--- src/rtl/mlp_consts.svh ---
// Functional notes
// - Remap register keeps value on pin reset
// - Priority register ch1/ch2 at 27h
// - Priority register ch3/ch4 at 28h
// - Three-bit fields, all bits RW, reset zero
// - Priorities used only when select bit high
// - Shut off channels with priority >= code
// - Lower priority value than code unaffected
// - Higher value means lower priority
// - Value 101 off for all codes but 110 and 111
// - Equal priorities shut down together
// - Shutdown clears bits like channel reset
// - Shutdown keeps fault cool-down timers running
// - Each code acts at once, no memory
// - Policing to FF, measurements cleared
`ifndef MLP_CONSTS_SVH
`define MLP_CONSTS_SVH
`define MLP_CMD_PRIO12     8'h27
`define MLP_CMD_PRIO34     8'h28
`define MLP_PRIO_RST       8'h00
`define MLP_REMAP_RST      8'hE4
`define MLP_POLICE_RST     8'hFF
`define MLP_FIELD_LO       0
`define MLP_FIELD_HI       4
`endif

--- src/rtl/mlp_pkg.sv ---
`default_nettype none
package mlp_pkg;
   typedef logic [2:0] mlp_prio_t;
   typedef logic [7:0] mlp_byte_t;
endpackage
`default_nettype wire

--- src/rtl/mlp_priority_shutdown.sv ---
`include "mlp_consts.svh"
`default_nettype none
module mlp_priority_shutdown
   import mlp_pkg::*;
#(
   parameter int NCH = 4
)
(
   input  wire logic           ref_clk,
   input  wire logic           srst,
   input  wire logic           pin_reset_n,
   input  wire logic           reg_wr,
   input  wire logic           reg_rd,
   input  wire logic [7:0]     reg_cmd,
   input  wire logic [7:0]     reg_wdata,
   output var  logic [7:0]     reg_rdata,
   output var  logic           reg_rvalid,
   input  wire logic           multibit_priority_select,
   input  wire logic           fast_shutdown_code_valid,
   input  wire logic [2:0]     fast_shutdown_code_input,
   input  wire logic           remap_wr,
   input  wire logic [7:0]     remap_wdata,
   output var  logic [7:0]     remap_q,
   output var  logic [NCH-1:0] channel_off_pulse,
   output var  logic [NCH-1:0] channel_clear_pulse,
   output var  logic [NCH-1:0] police_reload_pulse,
   output var  logic [NCH-1:0] meas_clear_pulse,
   output var  logic [NCH-1:0] cooldown_keep
);

   // ****************************************
   // Local constants
   // ****************************************
   // Two bytes give fields to four channels; any further channel is never cut
   localparam int PRIO_CH = 4;
   // Width of one channel's field
   localparam int FIELD_W = 3;

   // ****************************************
   // Functions
   // ****************************************
   function automatic mlp_prio_t field_of(input logic [7:0] r, input int lo);
      field_of = r[lo +: FIELD_W];
   endfunction

   // Rank falls as the value rises, so a code cuts every field at or above it
   function automatic logic cut_by(input mlp_prio_t level, input mlp_prio_t code);
      cut_by = (level >= code);
   endfunction

   function automatic logic cmd_is(input logic [7:0] cmd, input logic [7:0] target);
      cmd_is = (cmd == target);
   endfunction

   // ****************************************
   // Register decode
   // ****************************************
   logic [7:0] prio12_q;
   logic [7:0] prio12_d;
   logic [7:0] prio34_q;
   logic [7:0] prio34_d;
   logic [7:0] rdata_d;
   wire        hit12;
   wire        hit34;
   wire        wr12;
   wire        wr34;
   wire  [7:0] rd_mux;

   assign hit12 = cmd_is(reg_cmd, `MLP_CMD_PRIO12);
   assign hit34 = cmd_is(reg_cmd, `MLP_CMD_PRIO34);
   assign wr12  = reg_wr & hit12;
   assign wr34  = reg_wr & hit34;

   // Unmapped commands read back zero; writes to them fall away
   assign rd_mux = hit12 ? prio12_q : (hit34 ? prio34_q : 8'h00);

   // Whole byte is kept, spare bits 7 and 3 included
   assign prio12_d = wr12 ? reg_wdata : prio12_q;
   assign prio34_d = wr34 ? reg_wdata : prio34_q;

   // Read data holds until the next read
   assign rdata_d = reg_rd ? rd_mux : reg_rdata;

   // ****************************************
   // Priority fields
   // ****************************************
   wire mlp_prio_t prio [PRIO_CH];

   assign prio[0] = field_of(prio12_q, `MLP_FIELD_LO);
   assign prio[1] = field_of(prio12_q, `MLP_FIELD_HI);
   assign prio[2] = field_of(prio34_q, `MLP_FIELD_LO);
   assign prio[3] = field_of(prio34_q, `MLP_FIELD_HI);

   // ****************************************
   // Shutdown selection
   // ****************************************
   // No code is stored: each one meets the live fields in its own cycle
   wire           act;
   wire [NCH-1:0] hit;

   assign act = fast_shutdown_code_valid & multibit_priority_select;

   for (genvar g = 0; g < NCH; g++)
   begin : g_ch
      if (g < PRIO_CH)
      begin : g_live
         // Equal fields are cut together by the same code
         assign hit[g] = act & cut_by(prio[g], fast_shutdown_code_input);
      end
      else
      begin : g_spare
         assign hit[g] = 1'b0;
      end
   end

   // ****************************************
   // Priority registers
   // ****************************************
   // Writes land at the edge that takes the strobe
   always_ff @(posedge ref_clk)
   begin
      if (srst)
         prio12_q <= `MLP_PRIO_RST;
      else
         prio12_q <= prio12_d;
   end

   always_ff @(posedge ref_clk)
   begin
      if (srst)
         prio34_q <= `MLP_PRIO_RST;
      else
         prio34_q <= prio34_d;
   end

   // ****************************************
   // Read port
   // ****************************************
   always_ff @(posedge ref_clk)
   begin
      if (srst)
         reg_rdata <= 8'h00;
      else
         reg_rdata <= rdata_d;
   end

   // Strobe rises one cycle after the read
   always_ff @(posedge ref_clk)
   begin
      if (srst)
         reg_rvalid <= 1'b0;
      else
         reg_rvalid <= reg_rd;
   end

   // ****************************************
   // Remap register
   // ****************************************
   // Start value comes from srst only; a low pin reset freezes it, never clears it
   wire       remap_take;
   wire [7:0] remap_d;

   assign remap_take = remap_wr & pin_reset_n;
   assign remap_d    = remap_take ? remap_wdata : remap_q;

   always_ff @(posedge ref_clk)
   begin
      if (srst)
         remap_q <= `MLP_REMAP_RST;
      else
         remap_q <= remap_d;
   end

   // ****************************************
   // Per-channel turn-off strobes
   // ****************************************
   // All strobes copy one selection, so every side effect lines up
   always_ff @(posedge ref_clk)
   begin
      if (srst)
         channel_off_pulse <= '0;
      else
         channel_off_pulse <= hit;
   end

   // Clear strobe mirrors a per-channel reset
   always_ff @(posedge ref_clk)
   begin
      if (srst)
         channel_clear_pulse <= '0;
      else
         channel_clear_pulse <= hit;
   end

   // Policing limit returns to FF in the channel logic
   always_ff @(posedge ref_clk)
   begin
      if (srst)
         police_reload_pulse <= '0;
      else
         police_reload_pulse <= hit;
   end

   // Measurement results are cleared in the channel logic
   always_ff @(posedge ref_clk)
   begin
      if (srst)
         meas_clear_pulse <= '0;
      else
         meas_clear_pulse <= hit;
   end

   // Cool-down timers keep counting, unlike a channel reset
   always_ff @(posedge ref_clk)
   begin
      if (srst)
         cooldown_keep <= '0;
      else
         cooldown_keep <= hit;
   end

endmodule
`default_nettype wire

--- config.mk ---
export PLATFORM = sky130hd
export DESIGN_NAME = mlp_priority_shutdown
export DESIGN_NICKNAME = d
export VERILOG_FILES = /design/src/rtl/mlp_pkg.sv /design/src/rtl/mlp_priority_shutdown.sv
export VERILOG_INCLUDE_DIRS = /design/src /design/src/rtl
export SDC_FILE = /design/constraint.sdc
export NUM_CORES = 1
export LEC_CHECK = 0
export ABC_AREA = 0
export BUFFER_PORTS_ARGS = -buffer_cell sky130_fd_sc_hd__buf_2
export CAP_MARGIN = 15
export CORE_AREA = 4 4 72 60
export DETAILED_ROUTE_END_ITERATION = 8
export DIE_AREA = 0 0 76 64
export PLACE_DENSITY = 0.79
export SLEW_MARGIN = 30
export SYNTH_ARGS = -nofsm -noshare
export SYNTH_HDL_FRONTEND = slang
export SYNTH_SLANG_ARGS = --single-unit
--- constraint.sdc ---
create_clock -name ref_clk -period 3.2 [get_ports ref_clk]
set_input_delay 0.16 -clock ref_clk [delete_from_list [all_inputs] [get_ports ref_clk]]
set_output_delay 0.16 -clock ref_clk [all_outputs]
set_load 0.01 [all_outputs]
=== After elaboration in Yosys (flattened, before gate mapping) ===
Index checks and enable logic that the tools add are counted.

* Word-level logic and storage cells: 22
* Input port bits: 35
* Bits in registers: 37

* Mux-type cells: 2
* $lt $le $gt $ge: 4
* Equality and inequality tests: 2
* Bitwise logic cells: 8

{| class="wikitable"
|+ Operators with widths
! operator !! count
|-
| $eq A8 B6 Y1 const B || 2
|-
| $mux W8 || 2
|-
| $ge A3 B3 Y1 || 4
|-
| $and A1 B1 Y1 || 8
|}

=== Logic depth before layout (Yosys ltp) ===
Gate-level depths: netlist of run 1.

* Depth in word-level cells: 3
* Mapped depth: 6

=== Least setup slack after synthesis of run 1 ===
OpenSTA, ideal clock, no wires.

* Path kind: input to register
* From: input reg_cmd[4]
* To: register prio12_q[5]
* Arrival time: 1.099 ns
* Data required time: 3.072 ns
* Path slack: 1.973 ns
* Library setup time: 0.128 ns
* Stages on the path: 4
* Cell sequence: nor4b_4 -> nand3_4 -> mux2i_1 -> nor2_1

* Word-level cells in the longest chain between the ends: 2

{| class="wikitable"
|+ Ends and longest elaborated chain
! what !! line !! text
|-
| start: declaration || mlp_priority_shutdown.sv:14 || <nowiki>input wire logic [7:0] reg_cmd,</nowiki>
|-
| $eq A8 B6 Y1 || mlp_priority_shutdown.sv:52 || <nowiki>cmd_is = (cmd == target);</nowiki>
|-
| $and A1 B1 Y1 || mlp_priority_shutdown.sv:71 || <nowiki>assign wr12 = reg_wr & hit12;</nowiki>
|-
| end signal: assignment || mlp_priority_shutdown.sv:123 || <nowiki>prio12_q <= `MLP_PRIO_RST;</nowiki>
|-
| end signal: assignment || mlp_priority_shutdown.sv:125 || <nowiki>prio12_q <= prio12_d;</nowiki>
|-
| end: declaration || mlp_priority_shutdown.sv:58 || <nowiki>logic [7:0] prio12_q;</nowiki>
|}

Every way passes these cells.
A chain may end at the register's enable or synchronous reset.

=== Worst setup path after layout of run 1 ===
* From: register prio12_q[4]
* To: register cooldown_keep[1]

* Word-level cells in the longest chain between the ends: 2

{| class="wikitable"
|+ Ends and longest elaborated chain
! what !! line !! text
|-
| $ge A3 B3 Y1 || mlp_priority_shutdown.sv:48 || <nowiki>cut_by = (level >= code);</nowiki>
|-
| $and A1 B1 Y1 || mlp_priority_shutdown.sv:108 || <nowiki>assign hit[g] = act & cut_by(prio[g], fast_shutdown_code_input);</nowiki>
|-
| end signal: assignment || mlp_priority_shutdown.sv:219 || <nowiki>cooldown_keep <= hit;</nowiki>
|-
| end: declaration || mlp_priority_shutdown.sv:28 || <nowiki>output var logic [NCH-1:0] cooldown_keep</nowiki>
|}

Every way passes these cells.

==> results of run 1 <==
==> worst paths after layout <==
path / endpoint / slack, ps / cells after the start
worst min register to register: remap_q[4]$_SDFFE_PP0P_ / 450 / 2
worst min-delay path: remap_q[0]$_SDFFE_PP0P_ / 120 / 3
worst max-delay path: cooldown_keep[1]$_SDFF_PP0_ / 1840 / 6
worst max register to register: cooldown_keep[1]$_SDFF_PP0_ / 1840 / 6
==> cell type report <==
type	instances	area share (%)
clock buffers	7	4.49
flip-flops and latches	37	34.5
clock inverters	1	0.233
repair buffers	71	16.6
inverters	6	1.05
multi-input cells	124	40.5
well taps	44	2.57
==> power by group <==
part           internal [W]  total [W]  leakage (nW)  switching, W
Clock              0.000194   0.000355        0.0542      0.000160
Sequential         0.000468   0.000471         0.300    0.00000362
Combinational     0.0000379  0.0000837         0.768     0.0000458
Total              0.000700   0.000910          1.12      0.000210
==> sequential cells by signal (all words and copies together), names as in the netlist <==
name,count
cooldown_keep,4
remap_q,8
prio12_q,8
prio34_q,8
reg_rvalid,1
reg_rdata,8
==> cells in the mapped netlist, drive strengths merged <==
| library cell | number |
|---|---|
| mux2i | 16 |
| nor4 | 1 |
| nor2 | 21 |
| ha | 12 |
| o21ai | 16 |
| nor2b | 2 |
| a22oi | 8 |
| and4b | 1 |
| nand2b | 5 |
| and3 | 4 |
| a21oi | 8 |
| nand2 | 13 |
| a211o | 4 |
| clkbuf | 5 |
| dfxtp | 37 |
| nand3b | 1 |
| a21o | 4 |
| nor4b | 2 |
| inv | 6 |
| buf | 18 |
| nand3 | 6 |
==> worst max-delay path, stage by stage, from the launching register on <==
cell      delay [ps]
dfxtp_1          370
inv_1             60
ha_1             260
nand2b_1         140
a21o_1           180
a21oi_1          190
nor2_1            60
==> per-layer routing <==
layer	track usage, %	vias to the layer above	share of wire [%]
met5	0	-	0
met4	6.89	0	2.8
met3	6.90	12	7.0
met2	24.6	48	44
met1	23.0	641	46
li1	-	755	-
==> cells by family after synthesis <==
family / count (synthesis)
DFF: 37
buffers and inverters: 29
and+or+nand+nor: 56
AOI/OAI and AO/OA: 40
muxes: 16
adders and majority gates: 12
==> stage by stage <==
stage	cell area, um^2	hold slack [ps]	power, W	std cells	worst slack (ps)
after floorplan	1780	304	0.000527	190	1970
after global routing	2140	121	0.000949	290	1760
after detailed placement	2040	419	0.000566	282	1570
after global placement	2040	408	0.000564	282	1640
final	2140	116	0.000910	290	1840
after CTS	2140	112	0.000920	290	1840
==> results.toml, run 1 <==
[run_status]
status = "finished clean"

[critical_path]
worstReg2RegStart = "prio12_q[4]$_SDFFE_PP0P_"
crit_type = "flop to flop"
cp.arrival_ps = 1540
setup.worst_path.end_class = "flop"
crit_required_ps = 3380
crit_path_start_kind = "flop"
worstPathMaxFanout = 3
setup.worst_path.start = "prio12_q[4]$_SDFFE_PP0P_"

[sta]
setup_viol = 0
fmax_mhz = 735
fin_skew_ps = 2.19
setup_tns_ps = 0
grt_setup_unrepaired = "false"
period_minus_slack_ps = 1360
slew_headroom_pct = 47.2
slew_viol_final = 0
timing_hold_violations_final = 0
tightest_slew_ps = 785
finalCritPeriodShare_pct = 42.5

[synthesis]
synth_fa_ha_area_share_pct = 8.43
synth_warnings = 0
ys_seq_area_share_pct = 41.6
synthXorXnorAreaFrac_pct = 0
syn_inst = 190
netlist.area_leader.share_pct = 41.6
ys_top_cells_by_area = "dfxtp_1 42%, mux2i_1 9.0%, ha_1 8.4%, buf_4 6.7%, o21ai_0 4.5%"
yosysUniqueCellTypes = 24
synth-compound-area-share_pct = 13.8
synth_largest_area_cell = "dfxtp_1"
synth-seq-cells = 37
synth.avg_cell_area_um2 = 9.38
synth_nets = 237
netlist_area_mm2 = 0.00178
yosys.area_share.simple_pct = 17.6
synth_mux_area_share_pct = 8.99
synth_top_family_by_area = "simple AND/OR/NAND/NOR gates"

[layout]
areaGrowthSynthToFinish_pct = 20.4
fill_cells = 355
final_layout_size_suffix_gt1_share_pct = 33.7
regArea_um2 = 741
antenna_cells = 0
final_common_cell = "buf_2"
post-route-util_pct = 58.3
finalNetCount = 292
layout_common_cells = "71 x buf_2, 37 x dfxtp_1, 21 x nor2_1, 16 x mux2i_1, 16 x o21ai_0"
multi_input_area_um2 = 870

[routing]
firstDrtPassIters = 4
ant_nets = 0
via_per_inst = 5.02
drt_iter0_drc = 101
wirelength_um = 4020
dr_total_vias = 1456
wl_per_cell_um = 13.9
drc = 0

[clocking]
clkTransAtPathRegs_ps = 70
cts.sinks = 37
cts_tree = "done"
cts_buffer_depth = 2
worstSkewPairLatency_ps = 290
cts_root_buffer = "clkbuf_8"
holdBufCountCts = 0
post-cts-setup-buffer-count = 0
htreeDepth = 2
cts_made_buffers = 5
cts-resized-gates = 0

[pwr]
ir_drop_v = 0.000248
p_leak_nw = 1.12
cellPowerDensity_mw_per_mm2 = 424

[grt]
track_usage_pct = 17.2
grt_overflow = 0
antenna_found_initial = 0
grt_pass1_vias = 1402
grt_start_max_net_pins = 30
grt_pass1_wl_um = 6710

[die]
die_w_um = 76
design.portCount = 72
die_h_um = 64
start_util_pct = 48.4
design.die.area_mm2 = 0.00486
design.core.area_mm2 = 0.00368
rows = 20

[hold_path]
min_path_type = "primary input to flop"
hp-start = "remap_wdata[0]"

[placed_design]
dp_hpwl_um = 3130
portBuffers = 71
gp_congestion = 0.761

[run]
maxCapViolCount = 0
Note: power is estimated with default switching activity, not from simulation.
==> run 2, diff against run 1 <==
--- a/config.mk
+++ b/config.mk
@@ -6,13 +6,13 @@
 export SDC_FILE = /design/constraint.sdc
 export NUM_CORES = 1
 export LEC_CHECK = 0
-export ABC_AREA = 0
+export ABC_AREA = 1
 export BUFFER_PORTS_ARGS = -buffer_cell sky130_fd_sc_hd__buf_2
 export CAP_MARGIN = 15
-export CORE_AREA = 4 4 72 60
+export CORE_AREA = 4 4 80 67
 export DETAILED_ROUTE_END_ITERATION = 8
-export DIE_AREA = 0 0 76 64
-export PLACE_DENSITY = 0.79
+export DIE_AREA = 0 0 84 71
+export PLACE_DENSITY = 0.73
 export SLEW_MARGIN = 30
 export SYNTH_ARGS = -nofsm -noshare
 export SYNTH_HDL_FRONTEND = slang
==> constraint.sdc (replaced) <==
create_clock -name ref_clk -period 1.1 [get_ports ref_clk]
set_input_delay 0.055 -clock ref_clk [delete_from_list [all_inputs] [get_ports ref_clk]]
set_output_delay 0.055 -clock ref_clk [all_outputs]
set_load 0.01 [all_outputs]
==> run 2 against run 1 <==
Compared with the run above: sequential share of layout area is 5.6 points lower; clock-buffer cell count is 1 lower; global-route usage is 0.89 points lower; non-clock buffer count is 21 higher; power grew to 3.0 times the previous value; synthesized cell count grew 52%; the flow now finishes with violations (setup timing); design area up 20%; largest power group unchanged; sequential power rose to 3.0 times the previous value; clock power rose to 2.6 times the previous value; maximum frequency grew 15%; critical path depth grew 2.
==> results.toml, run 2 <==
[sta]
finalCritPeriodShare_pct = 107
slew_viol_final = 0
fin_skew_ps = 5.62
timing_hold_violations_final = 0
fmax_mhz = 846
layout_setup_ws_ps = -82.1
grt_setup_unrepaired = "true"
tightest_slew_ps = 320
period_minus_slack_ps = 1180
setup_viol = 3
slew_headroom_pct = 78.7

[layout]
antenna_cells = 0
final_common_cell = "buf_2"
post-route-util_pct = 57.0
layout_common_cells = "71 x buf_2, 62 x nor2_1, 52 x nand2_1, 40 x inv_1, 33 x dfxtp_1"
final_layout_size_suffix_gt1_share_pct = 34.3
areaGrowthSynthToFinish_pct = 28.7
stdcell_area_mm2 = 0.00257
fill_cells = 425
regArea_um2 = 746
fin_cells = 424
finalNetCount = 410
multi_input_area_um2 = 963

[grt]
grt_pass1_wl_um = 7730
grt_start_max_net_pins = 25
antenna_found_initial = 0
track_usage_pct = 16.3
grt_pass1_vias = 1638
grt_overflow = 0

[hold_path]
min_path_type = "primary input to flop"

[clocking]
cts_buffer_depth = 2
worstSkewPairLatency_ps = 290
clkTransAtPathRegs_ps = 70
cts_root_buffer = "clkbuf_8"
htreeDepth = 2
cts_made_buffers = 5
cts_tree = "done"
cts.sinks = 37

[critical_path]
r2r_slack_ps = -80
worstPathMaxFanout = 2
crit_type = "flop to flop"
setup.worst_path.end_class = "flop"
crit_path_start_kind = "flop"
cp.arrival_ps = 1370
crit_required_ps = 1290

[synthesis]
synth_ff_type = "dfxtp_1"
synth_edf_count = 0
ys_top_cells_by_area = "dfxtp_1 37%, nor2_1 12%, nand2_1 10%, inv_1 9.0%, ha_1 7.5%"
synth-seq-cells = 37
synth_warnings = 0
ys_seq_area_share_pct = 37.0
yosysUniqueCellTypes = 17
syn_inst = 288
netlist.area_leader.share_pct = 37.0
synth_nets = 335
synth.avg_cell_area_um2 = 6.94
synth_largest_area_cell = "dfxtp_1"
synth_common_cells = "62 x nor2_1, 54 x nand2_1, 48 x inv_1"
async_flop_share_pct = 0
synthMostInstantiatedCell = "nor2_1"
netlist_area_mm2 = 0.00200

[die]
die_w_um = 84
design.die.area_mm2 = 0.00596
rows = 22
design.portCount = 72
start_util_pct = 44.3
design.core.area_mm2 = 0.00451
die_h_um = 71

[routing]
ant_nets = 0
drc = 0
drt_iter0_drc = 106
via_per_inst = 4.51
firstDrtPassIters = 5
dr_total_vias = 1911
wirelength_um = 4890
wl_per_cell_um = 11.5

[run]
maxCapViolCount = 0

[placed_design]
place_inst = 408
gp_congestion = 0.810
portBuffers = 71
dp_slack_ps = -71.2
dp_hpwl_um = 3450
postPlaceCellArea_mm2 = 0.00235

[pwr]
p_leak_nw = 1.52
ir_drop_v = 0.000429
cellPowerDensity_mw_per_mm2 = 1040

[run_status]
status = "finished with violations"
violations = "setup timing"
[run 2: cell types whose count changed after synthesis, sizes merged, moves of 5 or more]
cell / previous run / this run
nand2: 13 / 60
nor2: 21 / 65
inv: 6 / 48
nand3: 6 / 30
mux2i: 16 / 0
a22oi: 8 / 0
o21ai: 16 / 8
nand2b: 5 / 0
[run 2: routing by layer]
layer	vias up	wire length, um	GRT usage, %	part of all wire, %
met5	-	0	0	0
met2	84	2310	25.0	47
li1	999	-	-	-
met4	0	87	7.68	1.8
met1	821	1960	21.5	40
met3	7	530	4.42	11
[run 2: cell type report]
class | instances | share of cell area [%]
Tap cell | 60 | 2.92
Inverter | 48 | 7.00
Clock buffer | 6 | 2.82
Clock inverter | 2 | 0.389
Timing Repair Buffer | 92 | 20.4
Sequential cell | 37 | 29.0
Multi-Input combinational cell | 179 | 37.5
[run 2: final timing paths]
kind	to	cells past startpoint	startpoint
max reg2reg	cooldown_keep[1]$_SDFF_PP0_	8	prio12_q[4]$_SDFFE_PP0P_
max	cooldown_keep[1]$_SDFF_PP0_	8	prio12_q[4]$_SDFFE_PP0P_
min reg2reg	remap_q[7]$_SDFFE_PP1P_	2	remap_q[7]$_SDFFE_PP1P_
min	prio34_q[3]$_SDFFE_PP0P_	3	reg_wdata[3]
[run 2: what timing repair did]
item | CTS | global route
endpoints found under the hold margin | 5 | 0
resized for setup | 14 | 6
setup buffers | 2 | 1
setup endpoints to repair | 4 | 4
pin swaps | 10 | 14
hold buffers | 5 | 0
[run 2: through the flow]
stage	power (W)	TNS [ps]	hold slack, ps
after floorplan	0.00163	-0.420	168
after global placement	0.00176	-97.7	260
after detailed placement	0.00177	-223	271
after CTS	0.00270	-142	0.337
after global routing	0.00282	-324	6.38
final	0.00269	-123	8.92
[run 2: critical path, stage by stage, from the launching register on]
cell,delay [ps]
dfxtp_2,340
inv_2,50
ha_4,200
inv_2,40
nand2_1,50
a21oi_1,170
nor2_1,70
o21ai_1,130
inv_1,40
[run 2: kinds of logic after synthesis]
group           count (synthesis)  synth area share (%)
buf+inv                        72                  17.9
simple gates                  155                  34.5
flops                          37                  37.0
compound gates                 12                  3.00
fa+ha+maj                      12                  7.51
[run 2: power breakdown]
group	internal, W	switching (W)
Clock	0.000439	0.000469
Sequential	0.00138	0.0000192
Combinational	0.000166	0.000214
==> run 3, diff against run 2 <==
--- a/config.mk
+++ b/config.mk
@@ -7,12 +7,14 @@
 export NUM_CORES = 1
 export LEC_CHECK = 0
 export ABC_AREA = 1
-export BUFFER_PORTS_ARGS = -buffer_cell sky130_fd_sc_hd__buf_2
 export CAP_MARGIN = 15
-export CORE_AREA = 4 4 80 67
+export CELL_PAD_IN_SITES_DETAIL_PLACEMENT = 1
+export CELL_PAD_IN_SITES_GLOBAL_PLACEMENT = 2
+export CORE_AREA = 4 4 98 82
 export DETAILED_ROUTE_END_ITERATION = 8
-export DIE_AREA = 0 0 84 71
-export PLACE_DENSITY = 0.73
+export DIE_AREA = 0 0 102 86
+export DONT_BUFFER_PORTS = 1
+export PLACE_DENSITY = 0.7
 export SLEW_MARGIN = 30
 export SYNTH_ARGS = -nofsm -noshare
 export SYNTH_HDL_FRONTEND = slang
==> run 3 against run 2 <==
Compared with the run above: maximum frequency increased by 3.5%; clock power rose by 61%; highest routed layer unchanged; critical endpoint is now cooldown_keep[2]$_SDFF_PP0_; global-route usage decreased by 3.5 points; largest cell class unchanged; flip-flop and latch count unchanged; the run still ends with setup timing left; core utilization shrank 22 points; design area down 3.2%.
==> results.toml, run 3 (same netlist as run 2, synthesis figures left out) <==
[run_status]
status = "finished with violations"
violations = "setup timing"

[hold_path]
holdPathEnd = "cooldown_keep[0]$_SDFF_PP0_"
min_path_type = "primary input to flop"
hp-start = "multibit_priority_select"
hold_depth = 4

[die]
rows = 28
design.core.area_mm2 = 0.00715
start_util_pct = 28.0
die_w_um = 102
die_h_um = 86
design.die.area_mm2 = 0.00877
design.portCount = 72

[clocking]
cts.sinks = 37
cts_tree = "done"
cts_made_buffers = 5
htreeDepth = 2
cts_root_buffer = "clkbuf_8"
clkTransAtPathRegs_ps = 90
worstSkewPairLatency_ps = 300
cts_buffer_depth = 2

[routing]
ant_nets = 0
via_per_inst = 4.18
wl_per_cell_um = 13.4
drc = 0
firstDrtPassIters = 4
drt_iter0_drc = 41
wirelength_um = 5370
dr_total_vias = 1677

[placed_design]
portBuffers = 0
dp_slack_ps = -130
gp_congestion = 0.798
dp_hpwl_um = 3920

[critical_path]
reg2regPathDepth = 8
r2r_slack_ps = -40
worstReg2RegStart = "prio34_q[0]$_SDFFE_PP0P_"
cp_slowest_cell = "dfxtp_2"
slowest_delay_ps = 350
cpMostUsedCell = "inv_2"
crit_buf_inv = 3
setup.worst_path.end_class = "flop"
crit_path_start_kind = "flop"
crit_family = "flip-flops"
crit_type = "flop to flop"
cp.arrival_ps = 1330
worstPathMaxFanout = 2
crit_chain = "inv_2 > ha_4 > inv_2 > nand2_2 > a21oi_2 > nor2_1 > o21ai_1 > inv_1"
setup.worst_path.start = "prio34_q[0]$_SDFFE_PP0P_"
crit_required_ps = 1290
r2r-end = "cooldown_keep[2]$_SDFF_PP0_"

[sta]
timing_hold_violations_final = 0
fin_skew_ps = 10.0
finalCritPeriodShare_pct = 104
whs_ps = 32.7
setup_viol = 3
slew_viol_final = 0
setup_tns_ps = -84.2
fmax_mhz = 876
period_minus_slack_ps = 1140
tightest_slew_ps = 638
grt_setup_unrepaired = "true"
layout_setup_ws_ps = -42.0
slew_headroom_pct = 57.4

[pwr]
p_leak_nw = 1.31
cellPowerDensity_mw_per_mm2 = 1270
ir_drop_v = 0.000491
p_total_w = 0.00317

[grt]
track_usage_pct = 12.8
grt_overflow = 0
grt_pass1_wl_um = 8830
grt_start_max_net_pins = 25
antenna_found_initial = 0
grt_pass1_vias = 1674

[layout]
layout_common_cells = "62 x nor2_1, 51 x nand2_1, 40 x inv_1, 33 x dfxtp_1, 28 x nand3_1"
areaGrowthSynthToFinish_pct = 24.5
antenna_cells = 0
final_common_cell = "nor2_1"
finalNetCount = 357
final_layout_size_suffix_gt1_share_pct = 20.3

[run]
maxCapViolCount = 0
==> run 3: repair_timing <==
item                                    CTS  global route
hold buffers                             18             0
pin swaps                                15            11
endpoints found under the setup margin    4            12
hold endpoints to repair                 37             0
resized for setup                        22             2
buffers inserted                          4             1
==> run 3: worst max-delay path by stage <==
stage,endpoint,slack [ps],cells after the start
global placement,cooldown_keep[1]$_SDFF_PP0_,-100,8
global route,cooldown_keep[2]$_SDFF_PP0_,-150,8
CTS,cooldown_keep[2]$_SDFF_PP0_,-80,8
detailed placement,cooldown_keep[2]$_SDFF_PP0_,-130,8
floorplan,cooldown_keep[1]$_SDFF_PP0_,-0.4,8
finish,cooldown_keep[2]$_SDFF_PP0_,-40,8
==> run 3: final cells by class <==
type / instances / area (um^2)
inverters: 48 / 180
flip-flops and latches: 37 / 746
clock inverters: 3 / 68.8
clock buffers: 5 / 68.8
repair buffers: 39 / 340
well taps: 90 / 113
fillers: 907 / 4660
multi-input cells: 179 / 973
==> run 3: power breakdown <==
part / switching (W) / internal (W) / leakage, nW
Clock: 0.000545 / 0.000913 / 0.0687
Sequential: 0.0000493 / 0.00138 / 0.304
Combinational: 0.000154 / 0.000128 / 0.935
==> run 3: tightest hold or removal path: cells and delay by family <==
kind,cells,cell delay (ps)
AOI/OAI and AO/OA,1,70
buffers and inverters,1,40
and+or+nand+nor,2,120
==> run 3: through the flow <==
| stage | cells | util [%] | instance area (um^2) |
|---|---|---|---|
| 3_3_place_gp | 370 | 28.7 | 2050 |
| 2_1_floorplan | 288 | - | 2000 |
| 3_5_place_dp | 370 | 28.7 | 2050 |
| 5_1_grt | 401 | 34.8 | 2490 |
| 6_report | 401 | 34.8 | 2490 |
| 4_1_cts | 400 | 34.6 | 2480 |
==> run 3: layer usage <==
layer  GRT usage (%)  up-vias  wire length [um]
li1                -      891                 -
met1            18.7      748              2720
met2            18.1       31              2260
met3            3.90        7               331
met4            3.69        0                55
met5               0        -                 0
